$ cat src/logic/sms_map.svh
`ifndef SMS_MAP_SVH
`define SMS_MAP_SVH

// ----------------------------------------------------------------------
// register indices and byte addresses (byte address = 4 x index)
// ----------------------------------------------------------------------
`define SMS_IDX_DATA      8'h31
`define SMS_IDX_CTRL      8'h32
`define SMS_IDX_CSR       8'h33
`define SMS_ADDR_DATA     (8'(`SMS_IDX_DATA * 4))
`define SMS_ADDR_CTRL     (8'(`SMS_IDX_CTRL * 4))
`define SMS_ADDR_CSR      (8'(`SMS_IDX_CSR * 4))

// ----------------------------------------------------------------------
// serial_port_control fields
// ----------------------------------------------------------------------
`define SMS_CR_IE         7
`define SMS_CR_PE         6
`define SMS_CR_DIVEN      5
`define SMS_CR_MASTER_SELECT       4
`define SMS_CR_CLOCK_POLARITY       3
`define SMS_CR_CLOCK_PHASE       2
`define SMS_CR_RATE_HI    1
`define SMS_CR_RATE_LO    0
`define SMS_CR_RESET      8'h00

// ----------------------------------------------------------------------
// serial_port_control_status fields
// ----------------------------------------------------------------------
`define SMS_SR_TC         7
`define SMS_SR_WRITE_COLLISION_FLAG       6
`define SMS_SR_OVR        5
`define SMS_SR_MODE_FAULT_FLAG       4
`define SMS_SR_RSVD       3
`define SMS_SR_SOD        2
`define SMS_SR_SSM        1
`define SMS_SR_SSI        0

// ----------------------------------------------------------------------
// master sck half periods in pclk cycles, divide-by-two stage active
// ----------------------------------------------------------------------
`define SMS_HALF_DIV8     7'd4
`define SMS_HALF_DIV16    7'd8
`define SMS_HALF_DIV64    7'd32
`define SMS_HALF_DIV128   7'd64
`define SMS_EDGES_LAST    5'd15

`endif

$ cat src/logic/sms_pkg.sv
package sms_pkg;

  // --------------------------------------------------------------------
  // pin groups
  // --------------------------------------------------------------------
  typedef struct packed {
    logic sck_i;
    logic mosi_i;
    logic miso_i;
    logic ss_n_i;
  } sms_pin_in_t;

  typedef struct packed {
    logic sck_o;
    logic sck_oe;
    logic mosi_o;
    logic mosi_oe;
    logic miso_o;
    logic miso_oe;
  } sms_pin_out_t;

  // --------------------------------------------------------------------
  // whole state of the port
  // --------------------------------------------------------------------
  typedef struct packed {
    logic [7:0] ctrl;
    logic       tc;
    logic       write_collision_flag;
    logic       overrun_flag;
    logic       mode_fault_flag;
    logic       output_disable;
    logic       software_select_mgmt;
    logic       internal_select_level;
    logic       tc_arm;
    logic       tc_rd;
    logic       write_collision_flag_arm;
    logic       mode_fault_flag_arm;
    logic [7:0] shift;
    logic       hold;
    logic [7:0] rxbuf;
    logic [4:0] edges;
    logic [6:0] divcnt;
    logic       mbusy;
    logic       sck;
    logic       sck_prev;
    logic [7:0] rdata;
    logic       slverr;
  } sms_state_t;

endpackage

$ cat src/logic/sms_spi_port.sv
// The APB interface to the registers was left to the implementer.
`timescale 1ns/1ps
`include "sms_map.svh"
// Functional notes
// - master sck is pclk divided by 4, 8, 16, 32, 64 or 128 per rate bits.
// - divider_enable clear adds a divide-by-two; ignored with rate bits in slave.
// - master_select 1 drives sck and swaps miso/mosi; 0 is slave, sck input.
// - master seeing select low clears master_select by hardware.
// - clock_polarity sets sck idle level in master; slave counts sck edges of either sense.
// - clock_phase 0 captures on first edge, 1 on second edge.
// - each finished byte sets transfer_complete_flag, interrupt if enabled.
// - flag clears after status access then data read or write.
// - data writes ignored while flag set until status register read.
// - data write during transfer sets write_collision_flag, no interrupt.
// - byte done while flag set sets overrun_flag; status read clears it.
// - master with select low sets mode_fault_flag, interrupt if enabled.
// - mode fault clears after status access with flag set then control write.
// - output_disable releases data output; otherwise driven only when enabled.
// - software_select_mgmt ignores select pin, uses internal_select_level.
// - internal_select_level 0 selects, 1 deselects.
// - data write loads shift register; in master starts a transfer.
// - finished byte copied to receive buffer unless flag still set; data reads return buffer.
// - reset clears status register and control; status bit 3 stays zero.
// - port_enable connects pins; cleared by reset and master mode fault.
// - one interrupt request for complete, mode fault or overrun when enabled.
module sms_spi_port (
  // apb slave
  input  wire logic                 pclk,
  input  wire logic                 presetn,
  input  wire logic                 psel,
  input  wire logic                 penable,
  input  wire logic                 pwrite,
  input  wire logic [7:0]           paddr,
  input  wire logic [31:0]          pwdata,
  input  wire logic [3:0]           pstrb,
  output      logic [31:0]          prdata,
  output      logic                 pready,
  output      logic                 pslverr,
  // serial pins
  input  wire sms_pkg::sms_pin_in_t pin_in,
  output      sms_pkg::sms_pin_out_t pin_out,
  // interrupt request
  output      logic                 irq
);

  sms_pkg::sms_state_t q;
  sms_pkg::sms_state_t d;

  // --------------------------------------------------------------------
  // decode
  // --------------------------------------------------------------------
  logic       acc;
  logic       wr;
  logic       rd;
  logic       hit_dr;
  logic       hit_cr;
  logic       hit_sr;
  logic       master;
  logic       en;
  logic       clock_phase;
  logic       ss_low;
  logic       fault;
  logic [6:0] half;
  logic       edge_ev;
  logic       last;
  logic       odd;
  logic       capture;
  logic       change;
  logic       rx_in;
  logic       busy;
  logic [7:0] rx_byte;

  assign acc    = psel & penable;
  assign wr     = acc & pwrite & pstrb[0];
  assign rd     = acc & ~pwrite;
  assign hit_dr = (paddr == `SMS_ADDR_DATA);
  assign hit_cr = (paddr == `SMS_ADDR_CTRL);
  assign hit_sr = (paddr == `SMS_ADDR_CSR);
  assign master = q.ctrl[`SMS_CR_MASTER_SELECT];
  assign en     = q.ctrl[`SMS_CR_PE];
  assign clock_phase   = q.ctrl[`SMS_CR_CLOCK_PHASE];
  // pin is left for general use under software select
  assign ss_low = q.software_select_mgmt ? ~q.internal_select_level : ~pin_in.ss_n_i;
  assign fault  = en & master & ss_low;
  assign busy   = q.mbusy | (q.edges != 5'd0);
  assign rx_in  = master ? pin_in.miso_i : pin_in.mosi_i;

  // --------------------------------------------------------------------
  // master rate
  // --------------------------------------------------------------------
  always_comb begin
    unique case (q.ctrl[`SMS_CR_RATE_HI:`SMS_CR_RATE_LO])
      2'b00:   half = `SMS_HALF_DIV8;
      2'b01:   half = `SMS_HALF_DIV16;
      2'b10:   half = `SMS_HALF_DIV64;
      2'b11:   half = `SMS_HALF_DIV128;
    endcase
    if (q.ctrl[`SMS_CR_DIVEN]) begin
      half = half >> 1;
    end
  end

  // --------------------------------------------------------------------
  // bit engine: 16 sck edges per byte, shared by master and slave
  // --------------------------------------------------------------------
  assign edge_ev = (q.mbusy & (q.divcnt == 7'd0)) |
                   (~master & en & ss_low & (pin_in.sck_i != q.sck_prev));
  assign last    = edge_ev & (q.edges == `SMS_EDGES_LAST);
  assign odd     = ~q.edges[0];
  assign capture = clock_phase ? ~odd : odd;
  assign change  = clock_phase ? (odd & (q.edges != 5'd0)) : ~odd;
  // with phase 1 the last capture and the last shift coincide
  assign rx_byte = clock_phase ? {q.shift[6:0], rx_in} : {q.shift[6:0], q.hold};

  // --------------------------------------------------------------------
  // next state
  // --------------------------------------------------------------------
  always_comb begin
    d          = q;
    d.sck_prev = pin_in.sck_i;

    // register read data is captured in the setup phase
    if (psel & ~penable) begin
      d.slverr = ~(hit_dr | hit_cr | hit_sr);
      d.rdata  = 8'h00;
      if (hit_dr) begin
        d.rdata = q.rxbuf;
      end else if (hit_cr) begin
        d.rdata = q.ctrl;
      end else if (hit_sr) begin
        d.rdata = {q.tc, q.write_collision_flag, q.overrun_flag, q.mode_fault_flag, 1'b0,
                   q.output_disable, q.software_select_mgmt, q.internal_select_level};
      end
    end

    // status register access arms the clearing sequences
    if ((rd | wr) & hit_sr) begin
      d.tc_arm = q.tc;
      if (q.mode_fault_flag) begin
        d.mode_fault_flag_arm = 1'b1;
      end
      if (rd) begin
        d.overrun_flag   = 1'b0;
        d.tc_rd = q.tc;
        if (q.write_collision_flag) begin
          d.write_collision_flag_arm = 1'b1;
        end
      end
      if (wr) begin
        d.output_disable = pwdata[`SMS_SR_SOD];
        d.software_select_mgmt = pwdata[`SMS_SR_SSM];
        d.internal_select_level = pwdata[`SMS_SR_SSI];
      end
    end

    // data register
    if ((rd | wr) & hit_dr) begin
      if (q.tc_arm) begin
        d.tc     = 1'b0;
        d.tc_arm = 1'b0;
        d.tc_rd  = 1'b0;
      end
      if (rd & q.write_collision_flag_arm) begin
        d.write_collision_flag     = 1'b0;
        d.write_collision_flag_arm = 1'b0;
      end
      if (wr) begin
        if (busy) begin
          d.write_collision_flag = 1'b1;
        end else if (~(q.tc & ~q.tc_rd)) begin
          d.shift = pwdata[7:0];
          d.hold  = 1'b0;
          if (master & en) begin
            d.mbusy  = 1'b1;
            d.divcnt = half - 7'd1;
            d.sck    = q.ctrl[`SMS_CR_CLOCK_POLARITY];
          end
        end
      end
    end

    // control register
    if (wr & hit_cr) begin
      d.ctrl = pwdata[7:0];
      if (q.mode_fault_flag_arm) begin
        d.mode_fault_flag     = 1'b0;
        d.mode_fault_flag_arm = 1'b0;
      end
    end

    // master sck generation
    if (q.mbusy) begin
      if (q.divcnt == 7'd0) begin
        d.divcnt = half - 7'd1;
        d.sck    = ~q.sck;
      end else begin
        d.divcnt = q.divcnt - 7'd1;
      end
    end else begin
      d.sck = q.ctrl[`SMS_CR_CLOCK_POLARITY];
    end

    // a slave drops a partial byte when deselected
    if (~master & ~(en & ss_low)) begin
      d.edges = 5'd0;
    end

    // disabling or leaving master mode aborts a master byte
    if (q.mbusy & ~(en & master)) begin
      d.mbusy = 1'b0;
      d.edges = 5'd0;
    end

    if (edge_ev) begin
      d.edges = q.edges + 5'd1;
      if (capture) begin
        d.hold = rx_in;
      end
      if (change) begin
        d.shift = {q.shift[6:0], q.hold};
      end
      if (last) begin
        d.shift = rx_byte;
        d.edges = 5'd0;
        d.mbusy = 1'b0;
        d.sck   = q.ctrl[`SMS_CR_CLOCK_POLARITY];
        d.tc    = 1'b1;
        if (q.tc) begin
          d.overrun_flag = 1'b1;
        end else begin
          d.rxbuf  = rx_byte;
          d.tc_arm = 1'b0;
          d.tc_rd  = 1'b0;
        end
      end
    end

    // mode fault wins over a simultaneous software clear
    if (fault) begin
      d.mode_fault_flag              = 1'b1;
      d.ctrl[`SMS_CR_MASTER_SELECT] = 1'b0;
      d.ctrl[`SMS_CR_PE]   = 1'b0;
      d.mbusy             = 1'b0;
      d.edges             = 5'd0;
      d.sck               = q.ctrl[`SMS_CR_CLOCK_POLARITY];
    end
  end

  // --------------------------------------------------------------------
  // state register
  // --------------------------------------------------------------------
  always_ff @(posedge pclk or negedge presetn) begin
    if (!presetn) begin
      q <= '0;
    end else begin
      q <= d;
    end
  end

  // --------------------------------------------------------------------
  // outputs
  // --------------------------------------------------------------------
  assign prdata  = {24'h000000, q.rdata};
  assign pready  = acc;
  assign pslverr = acc & q.slverr;

  assign irq = q.ctrl[`SMS_CR_IE] & (q.tc | q.mode_fault_flag | q.overrun_flag);

  always_comb begin
    pin_out.sck_o   = q.sck;
    pin_out.sck_oe  = en & master;
    pin_out.mosi_o  = q.shift[7];
    pin_out.mosi_oe = en & master & ~q.output_disable;
    pin_out.miso_o  = q.shift[7];
    pin_out.miso_oe = en & ~master & ss_low & ~q.output_disable;
  end

endmodule

$ cat config.mk
export PLATFORM = sky130hd
export DESIGN_NAME = sms_spi_port
export DESIGN_NICKNAME = d
export VERILOG_FILES = /design/src/logic/sms_pkg.sv /design/src/logic/sms_spi_port.sv
export VERILOG_INCLUDE_DIRS = /design/src /design/src/logic
export SDC_FILE = /design/constraint.sdc
export NUM_CORES = 1
export LEC_CHECK = 0
export BUFFER_PORTS_ARGS = -buffer_cell sky130_fd_sc_hd__buf_2
export CAP_MARGIN = 20
export CORE_UTILIZATION = 37
export CTS_CLUSTER_DIAMETER = 120
export CTS_CLUSTER_SIZE = 30
export DETAILED_ROUTE_END_ITERATION = 6
export PLACE_DENSITY = 0.56
export SLEW_MARGIN = 0
export SYNTH_ARGS = -nofsm -noshare
export SYNTH_HDL_FRONTEND = slang
export SYNTH_SLANG_ARGS = --single-unit
$ cat constraint.sdc
create_clock -name pclk -period 3.45 [get_ports pclk]
set_clock_uncertainty 0.05 [all_clocks]
set_input_delay 1.035 -clock pclk [delete_from_list [all_inputs] [get_ports pclk]]
set_output_delay 1.035 -clock pclk [all_outputs]
set_load 0.05 [all_outputs]
==> out/results.txt <==
mux contribution to synthesized area = 15.82%
Tmin final = 2.993 ns
WHS = 0.4342 ns
WL per Instance = 15.02 um
final setup violating endpoints = 0
final-stage net count = 437
delay-heaviest family, CP = buffers and inverters
# clock sinks = 60
DR DRC count = 0
Starting Density = 37.93%
initial antenna violation count = 0
CP Class = input port to primary output
vias = 2,536
total gr overflow = 0
antenna viol nets, final = 0
hpwl dp = 5495 um
Port Buffers = 42
Die Span Y = 99.10 um
TNS Setup = 0 ns
hold_buf cts = 0
cts repair resizes = 0
synthesis-to-layout area growth = 11.91%
Num CTS Buffers = 9
CTS tree = built
Antenna Cells = 0
most frequent CP cell = buf_2
Post-Route WL = 7420 um
worst hold path startpoint = q[0]$_DFFE_PN0P_
startpoint of the worst register-to-register path = q[19]$_DFFE_PN0P_
WP data arrival = 1.91 ns
Mapped Cells = 343
Required @ worst endpoint = 2.36 ns
# Max-Cap Violations = 0
RD Place Congestion = 0.7481
DR iter-0 viols = 76
simple-gate share of the synthesized area = 15.32%
placed insts = 478
drt pass-1 iters = 4
post-synth cell types = 56
Slew @ Worst Pin = 0.9178 ns
clk root buf = clkbuf_8
Core Footprint = 9196 um2
share of cells above drive strength 1 = 27.94%
RSZ-0062 raised after global routing = no
Lkg Pwr = 1.913 nW
# H-tree levels = 3
Final Slew Violations = 0
start point of the critical path = pin_in[0]
worst stage delay on the critical path = 0.32 ns
post-layout power = 1.646 mW
first-pass GRT wire length = 12,300 um
Async S/R FF share, synth = 100.0%
Worst-Skew Late Latency = 0.34 ns
Critical Path Start Type = input port
worst-path fanout max = 7
Post-Synth Adder-Cell Area = 2.152%
worst min path class = flop to flop
overall die width = 99.10 um
post-synthesis compound-gate area fraction = 12.12%
number of enable flip-flop cells after synthesis = 0
fmax = 334.1 MHz
status = finished clean
mapped cell area = 3488 um2
pin count of the biggest net entering global routing = 61
slowest library cell on the worst path = mux2_2
xor/xnor share of the synthesized area = 1.255%
Non-Filler Instances = 494
worst rel slew slack = 38.52%
Row Count = 35
critical path cell sequence = buf_2 > mux2_2 > nor4_2 > buf_2
Via density = 5.134
Max Root-Sink Buffers = 2
Main synth FF type = dfrtp_1
PD cells = 421.6 nW/um2
CP endpoint kind = primary output
clock transition at the registers of the reported paths = 0.06 ns
syn avg cell area = 10.17 um2
largest family of logic cells by synthesized area = multiplexers
VDD IR max = 0.2285 mV
Tot GR Track Use = 16.37%
number of setup buffers added after CTS = 0
Final Hold Fails = 0
synth warn = 0
Tcrit/Tclk final = 86.76%
post-synthesis sequential area ratio = 43.04%
WP buf/inv = 2
number of global-route vias before repair = 2,479
IO Count = 94
Synth Register Bits = 60
Die Area = 9820 um2
placed cells by master, fill, tap and decap left out, types with 2 or more instances in the layout:
master	n
a211oi_1	2
a21o_1	5
a21oi_1	14
a22o_1	3
a22oi_1	2
a31oi_1	4
and3_1	3
buf_2	42
buf_4	3
bufinv_16	3
clkbuf_8	11
conb_1	24
dfrtp_1	60
ha_1	6
inv_1	15
mux2_1	2
mux2_2	31
mux2i_1	18
nand2_1	20
nand2b_1	5
nand3_1	5
nand3b_1	2
nand4_1	2
nor2_1	32
nor2b_1	2
nor3_1	4
nor3_2	2
o211ai_1	2
o21a_1	2
o21ai_0	15
o221ai_1	2
o22a_1	2
o2bb2ai_1	3
or2_2	5
or3_1	2
or4b_4	2
xnor2_1	2
xor2_1	3
metrics by stage:
stage | cell area [um2] | setup WS, ns | utilization [%]
finish | 3904 | 0.4566 | 42.45
global route | 3904 | 0.3844 | 42.45
CTS | 3904 | 0.4519 | 42.45
detailed placement | 3654 | 0.3605 | 39.73
global placement | 3654 | 0.3921 | 39.73
floorplan | 3581 | 0.1540 | -
metal layers:
metal,global-route usage [%],routed length [um]
met4,7.919,167
met5,0,0
met3,2.389,196
met2,26.36,3523
met1,21.78,3532
worst paths after layout:
| kind | to | slack, ns | cells past startpoint |
|---|---|---|---|
| max | pin_out[0] | 0.46 | 4 |
| min | q[0]$_DFFE_PN0P_ | 0.43 | 2 |
| min in group asynchronous | q[18]$_DFFE_PN0P_ | 0.81 | 2 |
| max in group asynchronous | prdata[1]$_DFFE_PN0P_ | 2.02 | 2 |
| min reg2reg | q[0]$_DFFE_PN0P_ | 0.43 | 2 |
| max reg2reg | q[35]$_DFF_PN0_ | 0.94 | 7 |
Yosys cell counts (2+ instances only):
master / instances / area (um2)
nand4_1: 2 / 12.51
o2bb2ai_1: 3 / 26.28
o211ai_1: 2 / 15.01
nor3_1: 4 / 20.02
or4b_4: 2 / 27.53
o22a_1: 2 / 17.52
a21oi_1: 14 / 70.07
a211oi_1: 2 / 15.01
nand3b_1: 2 / 15.01
nand3_1: 5 / 25.02
dfrtp_1: 60 / 1501
buf_1: 2 / 7.510
a22o_1: 3 / 26.28
a22oi_1: 2 / 15.01
ha_1: 6 / 75.07
buf_2: 2 / 10.01
o221ai_1: 2 / 17.52
mux2i_1: 18 / 180.2
xor2_1: 3 / 26.28
mux2_2: 31 / 349.1
nand2_1: 20 / 75.07
clkbuf_1: 5 / 18.77
nand2b_1: 5 / 31.28
or2_2: 5 / 31.28
xnor2_1: 2 / 17.52
nor2_1: 32 / 120.1
o21ai_0: 15 / 75.07
a21o_1: 5 / 37.54
a31oi_1: 4 / 25.02
nor2b_1: 2 / 12.51
or3_1: 2 / 12.51
o21a_1: 2 / 15.01
buf_4: 35 / 262.8
inv_1: 15 / 56.30
mux2_1: 2 / 22.52
nor3_2: 2 / 20.02
nor4_1: 2 / 12.51
and3_1: 3 / 18.77
power by group:
group	internal [mW]	switching [mW]	leakage (nW)	total [mW]
clock network	0.519	0.277	0.127	0.796
logic	0.0266	0.106	0.977	0.133
registers	0.710	0.00718	0.810	0.717
total	1.26	0.390	1.91	1.65
registers in the layout, indices dropped and copies added (netlist names):
signal       count
en               1
master           1
prdata           8
q               47
clock_phase      1
pin_out          2
cell type report:
cell class | instances | area (um2)
clock buffers | 12 | 155.1
clock inverters | 4 | 95.09
fillers | 895 | 5293
inverters | 15 | 56.30
multi-input cells | 247 | 1724
flip-flops and latches | 60 | 1501
well taps | 111 | 138.9
repair buffers | 45 | 232.7
worst reg2reg max path: stages (launching register included):
cell and delay, ns:
dfrtp_1 0.43, inv_1 0.10, ha_1 0.13, or4b_1 0.53, nor2_1 0.24, nand3_2 0.29, mux2_2 0.36, mux2_2 0.26
cells by family after synthesis:
kind of cell	Yosys count
multiplexers	51
other	1
adder cells (fa/ha/maj)	6
AO/OA/AOI/OAI	64
flip-flops	60
AND/OR/NAND/NOR	97
buffers and inverters	59
XOR/XNOR	5
No activity file was read; power rests on OpenSTA's default activity.
